--- src/buck_seq_pkg.sv ---
package buck_seq_pkg;

  localparam int CLK_MHZ            = 200;
  localparam int UV_FILT_NS         = 2000;
  localparam int OV_FILT_NS         = 1000;
  localparam int NEG_HOLD_NS        = 640;
  localparam int VALID_DLY_US       = 100;
  // Least times, rounded up to whole cycles
  localparam int UV_FILT_CYC        = (UV_FILT_NS * CLK_MHZ + 999) / 1000;
  localparam int OV_FILT_CYC        = (OV_FILT_NS * CLK_MHZ + 999) / 1000;
  localparam int NEG_HOLD_CYC       = (NEG_HOLD_NS * CLK_MHZ + 999) / 1000;
  localparam int VALID_DLY_CYC      = VALID_DLY_US * CLK_MHZ;
  localparam int DUTY_MAX_PCT       = 80;
  localparam int SW_PERIOD_CYC_DEF  = 364;
  localparam int SS_CYC_DEF         = 200000;
  localparam int RST_CYC_DEF        = 2000;
  localparam int BOOT_CYC_DEF       = 400;

  localparam logic [3:0] OC_ADD     = 4'h2;
  localparam logic [3:0] OC_SUB     = 4'h1;
  localparam logic [3:0] HS_OC_TRIP = 4'h6;
  localparam logic [3:0] LS_OC_TRIP = 4'h8;
  localparam logic [3:0] HICCUP_HS  = 4'h6;
  localparam logic [3:0] HICCUP_LS  = 4'h4;
  localparam logic [3:0] HICCUP_UV  = 4'h5;
  localparam logic [3:0] HICCUP_OV  = 4'h8;

  typedef enum logic [9:0] {
    ST_OFF     = 10'h001,
    ST_LOCKOUT = 10'h002,
    ST_RST     = 10'h004,
    ST_BOOT    = 10'h008,
    ST_SOFT    = 10'h010,
    ST_RUN     = 10'h020,
    ST_DRAIN   = 10'h040,
    ST_HICCUP  = 10'h080,
    ST_THERMAL = 10'h100,
    ST_SPARE   = 10'h200
  } seq_state_t;

  typedef struct packed {
    logic enable;
    logic supply_ok;
    logic pwm_off;
    logic hs_limit;
    logic ls_limit;
    logic ls_neg_limit;
    logic zero_current;
    logic fb_under;
    logic fb_over;
    logic fb_in_window;
    logic over_temp;
    logic temp_recovered;
  } analog_in_t;

  typedef struct packed {
    logic hs_on;
    logic ls_on;
  } gate_t;

endpackage : buck_seq_pkg

--- src/buck_fault_hiccup_sequencer.sv ---
`timescale 1ns/1ps
module buck_fault_hiccup_sequencer
  import buck_seq_pkg::*;
#(
  parameter int SW_PERIOD_CYC = SW_PERIOD_CYC_DEF,
  parameter int SS_CYC        = SS_CYC_DEF,
  parameter int RST_CYC       = RST_CYC_DEF,
  parameter int BOOT_CYC      = BOOT_CYC_DEF,
  parameter int VALID_CYC     = VALID_DLY_CYC
) (
  input  wire logic       i_ref_clk,
  input  wire logic       i_rstn,
  input  wire analog_in_t i_analog,
  output gate_t           o_gate,
  output logic            o_output_valid_flag,
  output logic            o_ref_zero,
  output logic            o_soft_start,
  output logic            o_hiccup
);

  localparam int DUTY_CYC = SW_PERIOD_CYC * DUTY_MAX_PCT / 100;

  analog_in_t sync_a;
  analog_in_t sync_b;
  seq_state_t state;
  seq_state_t next_state;
  logic [15:0] period_cnt;
  logic [31:0] state_cnt;
  logic [31:0] state_lim;
  logic [31:0] win_cnt;
  logic [15:0] uv_cnt;
  logic [15:0] ov_cnt;
  logic [15:0] neg_cnt;
  logic [3:0]  hs_cnt;
  logic [3:0]  ls_cnt;
  logic [3:0]  fault_mult;
  logic [3:0]  hiccup_left;
  logic        on_done;
  logic        hs_hit;
  logic        ls_hit;
  logic        skip;
  logic        ovp_mode;
  logic        valid;
  logic        guard;
  logic        period_end;
  logic        timer_done;
  logic        hs_ev;
  logic        ls_ev;
  logic        hs_trip;
  logic        ls_trip;
  logic        uv_trip;
  logic        ov_trip;
  logic        next_hs;
  logic        next_ls;
  logic        next_ovp;

  // Analog comparators are asynchronous to the switching clock
  always_ff @(posedge i_ref_clk) begin
    if (!i_rstn) begin
      sync_a <= '0;
      sync_b <= '0;
    end else begin
      sync_a <= i_analog;
      sync_b <= sync_a;
    end
  end

  assign guard      = (state == ST_SOFT) || (state == ST_RUN);
  assign period_end = (period_cnt == 16'(SW_PERIOD_CYC - 1));
  assign hs_ev      = hs_hit | (guard & sync_b.hs_limit);
  assign ls_ev      = ls_hit | (guard & sync_b.ls_limit);
  assign hs_trip    = guard && period_end && hs_ev && ((hs_cnt + OC_ADD) >= HS_OC_TRIP);
  assign ls_trip    = guard && period_end && ls_ev && ((ls_cnt + OC_ADD) >= LS_OC_TRIP);
  assign uv_trip    = guard && valid && sync_b.fb_under && (uv_cnt == 16'(UV_FILT_CYC - 1));
  assign ov_trip    = guard && sync_b.fb_over && (ov_cnt == 16'(OV_FILT_CYC - 1));

  always_comb begin
    unique case (state)
      ST_RST:  state_lim = 32'(RST_CYC);
      ST_BOOT: state_lim = 32'(BOOT_CYC);
      default: state_lim = 32'(SS_CYC);
    endcase
  end
  assign timer_done = (state_cnt == state_lim - 32'h1);

  always_comb begin
    next_state = state;
    if (!sync_b.enable) begin
      next_state = ST_OFF;
    end else if (!sync_b.supply_ok && state != ST_OFF) begin
      next_state = ST_LOCKOUT;
    end else begin
      unique case (state)
        ST_OFF:     if (sync_b.supply_ok) next_state = ST_RST;
        ST_LOCKOUT: next_state = ST_BOOT;
        ST_RST:     if (timer_done) next_state = ST_SOFT;
        ST_BOOT:    if (timer_done) next_state = ST_SOFT;
        ST_SOFT, ST_RUN: begin
          if (sync_b.over_temp) begin
            next_state = ST_THERMAL;
          end else if (ov_trip) begin
            next_state = ST_HICCUP;
          end else if (hs_trip || ls_trip || uv_trip) begin
            next_state = ST_DRAIN;
          end else if (state == ST_SOFT && timer_done) begin
            next_state = ST_RUN;
          end
        end
        ST_DRAIN:   if (sync_b.zero_current) next_state = ST_HICCUP;
        ST_HICCUP: begin
          if (hiccup_left == 4'h1 && timer_done) next_state = ST_BOOT;
        end
        ST_THERMAL: if (sync_b.temp_recovered) next_state = ST_SOFT;
        default:    next_state = ST_OFF;
      endcase
    end
  end

  always_ff @(posedge i_ref_clk) begin
    if (!i_rstn) begin
      state <= ST_OFF;
    end else begin
      state <= next_state;
    end
  end

  // Timer restarts on every state change; in hiccup it wraps each soft-start duration
  always_ff @(posedge i_ref_clk) begin
    if (!i_rstn) begin
      state_cnt   <= '0;
      hiccup_left <= '0;
    end else begin
      if (next_state != state || timer_done) begin
        state_cnt <= '0;
      end else begin
        state_cnt <= state_cnt + 32'h1;
      end
      if (next_state == ST_HICCUP && state != ST_HICCUP) begin
        hiccup_left <= (state == ST_DRAIN) ? fault_mult : HICCUP_OV;
      end else if (state == ST_HICCUP && timer_done) begin
        hiccup_left <= hiccup_left - 4'h1;
      end
    end
  end

  always_ff @(posedge i_ref_clk) begin
    if (!i_rstn) begin
      fault_mult <= HICCUP_UV;
    end else if (guard) begin
      if (hs_trip) fault_mult <= HICCUP_HS;
      else if (ls_trip) fault_mult <= HICCUP_LS;
      else if (uv_trip) fault_mult <= HICCUP_UV;
    end
  end

  // Free-running period counter: the fixed internal switching clock
  always_ff @(posedge i_ref_clk) begin
    if (!i_rstn) begin
      period_cnt <= '0;
    end else if (period_end) begin
      period_cnt <= '0;
    end else begin
      period_cnt <= period_cnt + 16'h1;
    end
  end

  // Per-period events; an event in the last cycle still counts for that period
  always_ff @(posedge i_ref_clk) begin
    if (!i_rstn) begin
      on_done <= 1'b0;
      hs_hit  <= 1'b0;
      ls_hit  <= 1'b0;
      skip    <= 1'b0;
    end else if (period_end) begin
      on_done <= 1'b0;
      hs_hit  <= 1'b0;
      ls_hit  <= 1'b0;
      skip    <= guard & ls_ev;
    end else begin
      on_done <= on_done | sync_b.pwm_off | sync_b.hs_limit;
      hs_hit  <= hs_ev;
      ls_hit  <= ls_ev;
    end
  end

  always_ff @(posedge i_ref_clk) begin
    if (!i_rstn || !guard) begin
      hs_cnt <= '0;
      ls_cnt <= '0;
    end else if (period_end) begin
      if (hs_ev) begin
        hs_cnt <= hs_trip ? 4'h0 : hs_cnt + OC_ADD;
      end else if (!ls_ev && hs_cnt != 4'h0) begin
        hs_cnt <= hs_cnt - OC_SUB;
      end
      if (ls_ev) begin
        ls_cnt <= ls_trip ? 4'h0 : ls_cnt + OC_ADD;
      end else if (!skip && ls_cnt != 4'h0) begin
        ls_cnt <= ls_cnt - OC_SUB;
      end
    end
  end

  // Comparator filters need an unbroken run of the condition
  always_ff @(posedge i_ref_clk) begin
    if (!i_rstn) begin
      uv_cnt  <= '0;
      ov_cnt  <= '0;
      win_cnt <= '0;
    end else begin
      uv_cnt  <= (guard && valid && sync_b.fb_under && !uv_trip) ? uv_cnt + 16'h1 : 16'h0;
      ov_cnt  <= (guard && sync_b.fb_over && !ov_trip) ? ov_cnt + 16'h1 : 16'h0;
      win_cnt <= (guard && sync_b.fb_in_window && !valid) ? win_cnt + 32'h1 : 32'h0;
    end
  end

  always_ff @(posedge i_ref_clk) begin
    if (!i_rstn) begin
      valid <= 1'b0;
    end else if (ov_trip || !(guard || state == ST_DRAIN)) begin
      valid <= 1'b0;
    end else if (state == ST_DRAIN && sync_b.zero_current) begin
      valid <= 1'b0;
    end else if (guard && win_cnt == 32'(VALID_CYC - 1) && sync_b.fb_in_window) begin
      valid <= 1'b1;
    end
  end

  assign next_ovp = ov_trip | (ovp_mode & (state == ST_HICCUP));

  always_ff @(posedge i_ref_clk) begin
    if (!i_rstn) begin
      ovp_mode <= 1'b0;
      neg_cnt  <= '0;
    end else begin
      ovp_mode <= next_ovp;
      if (ovp_mode && sync_b.ls_neg_limit && neg_cnt == 16'h0) begin
        neg_cnt <= 16'(NEG_HOLD_CYC);
      end else if (neg_cnt != 16'h0) begin
        neg_cnt <= neg_cnt - 16'h1;
      end
    end
  end

  always_comb begin
    next_hs = guard && !ov_trip && !sync_b.over_temp && !skip && !on_done && !period_end
      && !sync_b.pwm_off && !sync_b.hs_limit
      && (period_cnt < 16'(DUTY_CYC - 1));
    unique case (state)
      ST_SOFT, ST_RUN: next_ls = ov_trip || (!next_hs && !sync_b.over_temp);
      ST_BOOT:         next_ls = 1'b1;
      ST_DRAIN:        next_ls = !sync_b.zero_current;
      ST_HICCUP:       next_ls = ovp_mode && neg_cnt == 16'h0 && !sync_b.ls_neg_limit && sync_b.fb_over;
      default:         next_ls = 1'b0;
    endcase
    if (next_state == ST_OFF || next_state == ST_LOCKOUT || next_state == ST_THERMAL) begin
      next_hs = 1'b0;
      next_ls = 1'b0;
    end
    if (next_state == ST_DRAIN || next_state == ST_HICCUP) begin
      next_hs = 1'b0;
    end
  end

  always_ff @(posedge i_ref_clk) begin
    if (!i_rstn) begin
      o_gate       <= '0;
      o_ref_zero   <= 1'b0;
      o_soft_start <= 1'b0;
      o_hiccup     <= 1'b0;
    end else begin
      o_gate.hs_on <= next_hs;
      o_gate.ls_on <= next_ls;
      o_ref_zero   <= next_ovp;
      o_soft_start <= (next_state == ST_SOFT);
      o_hiccup     <= (next_state == ST_HICCUP);
    end
  end

  assign o_output_valid_flag = valid;

endmodule : buck_fault_hiccup_sequencer

--- config.mk ---
export PLATFORM = sky130hd
export DESIGN_NAME = buck_fault_hiccup_sequencer
export DESIGN_NICKNAME = d
export VERILOG_FILES = /design/src/buck_seq_pkg.sv /design/src/buck_fault_hiccup_sequencer.sv
export SDC_FILE = /design/constraint.sdc
export NUM_CORES = 1
export LEC_CHECK = 0
export BUFFER_PORTS_ARGS = -buffer_cell sky130_fd_sc_hd__buf_2
export CAP_MARGIN = 20
export CORE_ASPECT_RATIO = 1.75
export CORE_MARGIN = 2
export CORE_UTILIZATION = 60
export DETAILED_ROUTE_END_ITERATION = 10
export HOLD_SLACK_MARGIN = 0.12
export PLACE_DENSITY = 0.87
export SLEW_MARGIN = 20
export SYNTH_ARGS = -nofsm -noshare
export SYNTH_HDL_FRONTEND = slang
export SYNTH_SLANG_ARGS = --single-unit
export TNS_END_PERCENT = 5
--- constraint.sdc ---
create_clock -name i_ref_clk -period 5.6 [get_ports i_ref_clk]
set_input_delay 0.28 -clock i_ref_clk [delete_from_list [all_inputs] [get_ports i_ref_clk]]
set_output_delay 0.28 -clock i_ref_clk [all_outputs]
set_load 0.05 [all_outputs]
==> summary.txt, run 1 <==
Synth cell types -> 74
num ports -> 20
worst hold start -> i_rstn
Layout Skew -> 0.0109 ns
Post-synth top cells -> dfxtp_1 (186), nor2_1 (160), nand2_1 (68)
initial antenna violation count -> 0
Max IR drop VDD -> 0.000209 V
Worst Setup Path Type -> flop to flop
crit start category -> flop
GR Overflow Total -> 0
CTS sink cnt -> 186
largest net degree at the start of global routing -> 36
CP Data Arrival Time -> 4.27 ns
wire per inst -> 16.4 um
Die Height -> 166 um
Max Fclk -> 250 MHz
die width -> 96.5 um
first-pass GRT wire length -> 34.1 mm
Hold WC Path Type -> input pin to flop
register bit total from synthesis -> 186
root buffer cell -> clkbuf_16
P&R area growth vs syn -> 10.6%
Ys Warns -> 0
main flop type after synthesis -> dfxtp_1
final hold violations -> 0
HPWL Detailed -> 14.0 mm
unrepaired setup endpoints after global routing -> false
Setup Buffers After CTS -> 0
slew at the pin with the worst max-slew slack -> 1.01 ns
routability cong. -> 0.945
GRT Util Overall -> 26.5%
# diodes -> 0
Total Wirelength -> 20.2 mm
die area -> 16000 um2
Worst Hold End -> fault_mult[0]
area of the mapped netlist -> 8980 um2
DRC errors left -> 0
vias -> 7447
H-tree depth -> 4
top cells by area, synth -> dfxtp_1 (41%), nor2_1 (6.7%), xor2_1 (6.3%)
status -> completed
Tcrit/Tclk final -> 71.4%
number of global-route vias before repair -> 7473
FF-to-FF setup slack -> 1.60 ns
PortBufs -> 19
top cell type's share of synthesized area -> 41.5%
share of layout cells above drive strength 1 -> 10.9%
synthesized area per cell -> 8.80 um2
drt first pass iters -> 6
Post-DRT Antenna Nets -> 0
Synth async-reset ratio -> 0%
R2R Path Start -> state[7]
leading area contributor after synthesis -> dfxtp_1
syn nets -> 1051
Nets -> 1068
Rows -> 59
setup TNS -> 0 ns
post-CTS resize count -> 0
Initial Util -> 60.8%
power per cell area -> 306 nW/um2
WHS Path Cells -> 2
CTS max path bufs -> 2
DRT iter0 DRCs -> 487
CTS tree -> yes
Setup violations, final -> 0
Seq/Total Area, Yosys -> 41.5%
min cycle time layout -> 4.00 ns
vias per cell -> 6.03
most common cell in the netlist -> dfxtp_1
Filler Cell Count -> 1161
nature of the critical path endpoint -> flop
TritonCTS Buffers -> 17
CP Max Fanout -> 18
Worst-path clk slew -> 0.07 ns
Core Region -> 14800 um2
Slew Viols, Final -> 0
Worst Path Required -> 5.87 ns
number of max-cap violations -> 0
worst skew pair latency -> 0.43 ns
Post-Syn Instances -> 1021
r2r endpoint -> state_cnt[13]
Leak -> 3.37 nW
worst r2r path cells -> 8
Post-synth EDFFs -> 0
Worst slew margin -> 32.6%
WHS -> 0.320 ns
[worst max-delay path by stage]
stage | start | endpoint | slack (ns) | cells past startpoint
6_report | state[7] | state_cnt[13] | 1.60 | 8
5_1_grt | state[7] | state_cnt[13] | 1.35 | 8
4_1_cts | state[7] | state_cnt[13] | 1.64 | 8
3_5_place_dp | state[7] | state_cnt[13] | 1.70 | 8
3_3_place_gp | state[7] | state_cnt[13] | 1.77 | 8
2_1_floorplan | state[0] | state_cnt[15] | 2.75 | 10
[flip-flops by register name, summed over array words and instances (netlist names)]
register and cells:
period_cnt 16, on_done 1, sync_a 12, o_output_valid_flag 1, o_gate 2, o_hiccup 1
hs_cnt 4, o_soft_start 1, state 10, ov_cnt 16, ls_hit 1, uv_cnt 16
fault_mult 2, hs_hit 1, sync_b 12, win_cnt 32, state_cnt 32, ls_cnt 4
neg_cnt 16, hiccup_left 4, o_ref_zero 1, skip 1
[power by group]
part | switching, mW | total, mW | internal (mW)
Clock | 0.542 | 1.27 | 0.728
Sequential | 0.0583 | 1.45 | 1.39
Combinational | 0.184 | 0.328 | 0.144
Total | 0.784 | 3.04 | 2.26
[final cells by class]
class,count,area [um2],area share [%]
clock buffer,19,443,4.46
timing repair buffer,36,260,2.62
inverter,32,120,1.21
tap,183,229,2.31
clock inverter,13,178,1.79
sequential,186,3720,37.5
multi-input combinational,765,4980,50.1
[metal layers]
metal | vias to the layer above | GRT usage [%] | routed length, um
met2 | 213 | 47.7 | 10900
met5 | - | 0 | 0
met1 | 3532 | 28.9 | 7650
met3 | 70 | 4.63 | 798
met4 | 0 | 12.7 | 881
li1 | 3632 | - | -
[cells in the final DEF, fill, tap and decap left out, types with 5 or more instances in the layout]
| master | n |
|---|---|
| xor2_1 | 64 |
| or3_1 | 16 |
| o21ai_0 | 31 |
| dfxtp_1 | 186 |
| a211oi_1 | 13 |
| nor2b_1 | 6 |
| and4_1 | 7 |
| nand2_1 | 68 |
| xnor2_1 | 47 |
| inv_1 | 32 |
| nor2_1 | 160 |
| ha_1 | 16 |
| inv_6 | 5 |
| dlygate4sd3_1 | 12 |
| or2_2 | 7 |
| buf_2 | 19 |
| nand4_1 | 22 |
| a31oi_1 | 5 |
| or4_1 | 9 |
| nor4_1 | 21 |
| nor3_1 | 21 |
| nor4_2 | 33 |
| and3_1 | 26 |
| and2_1 | 31 |
| clkbuf_16 | 17 |
| nand3_1 | 48 |
| a21oi_1 | 30 |
[worst max-delay path, cell delays in order, from the launching register on]
cell and delay [ns]:
dfxtp_1 0.52, nor4_2 0.69, a41oi_1 0.51, o22a_1 0.35
o211ai_1 0.32, o21ai_0 0.27, a31oi_4 0.64, buf_4 0.41
nor4_1 0.11
[kinds of logic (layout without fill, tap and decap cells)]
family,count (synthesis),in the layout,share of synthesized area [%]
fa+ha+maj,16,16,2.23
compound gates,125,125,9.47
flops,186,186,41.5
mux,1,1,0.111
buf+inv,70,100,3.50
simple gates,510,510,32.3
other cells,1,1,0.0417
xor+xnor,112,112,10.9
[through the flow]
stage          setup WS, ns  power, mW  instances  cell area (um2)  util (%)
2_1_floorplan          2.75       1.73       1021             8980         -
5_1_grt                1.35       3.16       1234             9930      67.3
4_1_cts                1.64       3.05       1234             9930      67.3
6_report               1.60       3.04       1234             9930      67.3
3_3_place_gp           1.77       1.78       1189             9180      62.2
3_5_place_dp           1.70       1.79       1190             9190      62.3
[repair_timing]
action / CTS / global route
endpoints found under the setup margin: 0 / 0
endpoints found under the hold margin: 12 / 0
hold buffers: 12 / 0
Note: power is estimated with default switching activity, not from simulation.
==> run 2, diff against run 1 <==
==> constraint.sdc (replaced) <==
create_clock -name i_ref_clk -period 4.2 [get_ports i_ref_clk]
set_input_delay 0.21 -clock i_ref_clk [delete_from_list [all_inputs] [get_ports i_ref_clk]]
set_output_delay 0.21 -clock i_ref_clk [all_outputs]
set_load 0.05 [all_outputs]
==> run 2 against run 1 <==
Compared with the run above:
- sequential share of layout area is essentially flat
- global-route usage grew 0.16 points
- critical path depth grew 1
- via count grew 1.7%
- clock skew is essentially flat
- clock-buffer cell count grew 1
- power grew 28%
==> summary.txt, run 2 (synthesized netlist as in run 1, its figures left out) <==
status -> completed
number of max-cap violations -> 0
Largest regs -> state_cnt x32, win_cnt x32
Nets -> 1073
final hold violations -> 0
number of global-route vias before repair -> 7433
nature of the critical path endpoint -> flop
most used cell, CP -> nor4_2
# diodes -> 0
Critical-path top delay cell -> dfxtp_1
first-pass GRT wire length -> 34.2 mm
Worst Path Required -> 4.53 ns
DRC errors left -> 0
Core Region -> 14800 um2
CP Data Arrival Time -> 4.19 ns
CTS max path bufs -> 2
drt first pass iters -> 6
Rows -> 59
Worst-path clk slew -> 0.07 ns
Pwr Total -> 3.91 mW
Tcrit/Tclk final -> 92.0%
root buffer cell -> clkbuf_16
wire per inst -> 16.4 um
Layout Skew -> 0.0107 ns
Worst Setup Path Type -> flop to flop
vias per cell -> 6.11
final core utilization -> 67.2%
unrepaired setup endpoints after global routing -> false
Post-DRT Antenna Nets -> 0
CTS tree -> yes
GRT Util Overall -> 26.7%
Total Wirelength -> 20.4 mm
setup TNS -> 0 ns
Max IR drop VDD -> 0.000282 V
max incr delay on CP -> 0.75 ns
Die Height -> 166 um
FF-to-FF setup slack -> 0.34 ns
Slew Viols, Final -> 0
min cycle time layout -> 3.86 ns
Setup violations, final -> 0
P&R area growth vs syn -> 10.5%
commonest non-fill, non-tap cell in the layout -> dfxtp_1
Max Fclk -> 259 MHz
H-tree depth -> 4
Initial Util -> 60.8%
DRT iter0 DRCs -> 639
Leak -> 3.37 nW
worst skew pair latency -> 0.43 ns
vias -> 7572
PortBufs -> 19
TritonCTS Buffers -> 17
CTS sink cnt -> 186
share of layout cells above drive strength 1 -> 11.5%
die area -> 16000 um2
most frequent cells in the layout -> dfxtp_1 (186), nor2_1 (160), nand2_1 (68)
Hold WC Path Type -> input pin to flop
power per cell area -> 394 nW/um2
Filler Cell Count -> 1139
routability cong. -> 1.02
GR Overflow Total -> 0
post-place setup slack -> 0.504 ns
largest net degree at the start of global routing -> 35
PnR worst setup slack -> 0.335 ns
crit-path cells -> nor4_2 -> o2111a_1 -> a211o_1 -> nor3_1 -> o311ai_0 -> a2111oi_4 -> nand4_2 -> buf_12 -> nor4_2
num ports -> 20
CP Max Fanout -> 19
HPWL Detailed -> 14.1 mm
crit start category -> flop
Worst slew margin -> 50.3%
slew at the pin with the worst max-slew slack -> 0.737 ns
initial antenna violation count -> 0
die width -> 96.5 um
-- run 2: what timing repair did --
item	in CTS	in global routing
endpoints found under the hold margin	12	0
setup buffers	0	0
hold buffers	12	0
gates resized for setup	0	0
-- run 2: area by class of cell --
type                    instances  area, um2  area share (%)
repair buffers                 41        303            3.05
clock inverters                12        104            1.05
clock buffers                  20        467            4.70
multi-input cells             765       4980            50.2
flip-flops and latches        186       3720            37.5
inverters                      32        120            1.21
well taps                     183        229            2.31
-- run 2: metrics by stage --
stage          instance area (um2)  std cells  hold WS [ns]
2_1_floorplan                 8980       1021         0.337
3_3_place_gp                  9230       1195         0.417
3_5_place_dp                  9230       1195         0.419
4_1_cts                       9920       1239         0.309
5_1_grt                       9920       1239         0.321
6_report                      9920       1239         0.311
-- run 2: final timing paths --
kind | start | to | depth (start not counted)
worst max-delay path | state[7] | state_cnt[9] | 9
worst min-delay path | i_rstn | fault_mult[0] | 3
worst max register to register | state[7] | state_cnt[9] | 9
worst min register to register | sync_a[9] | sync_b[9] | 1
-- run 2: per-layer routing --
layer,global-route usage (%),share of wire (%),vias to the layer above
met5,0,0,-
met4,14.6,4.7,0
met3,4.40,4.1,85
met2,47.2,54,280
met1,29.2,38,3566
li1,-,-,3641
-- run 2: critical path, delay by kind of cell (launching register included) --
kind                   cells  cell delay (ns)
AND/OR/NAND/NOR            4             1.38
AO/OA/AOI/OAI              4             1.26
flip-flops                 1             0.75
buffers and inverters      1             0.36
-- run 2: power breakdown --
group	leakage (nW)	internal [mW]	switching [mW]	total, mW
registers	1.51	1.85	0.0754	1.92
logic	1.58	0.195	0.246	0.441
clock network	0.284	0.827	0.714	1.54
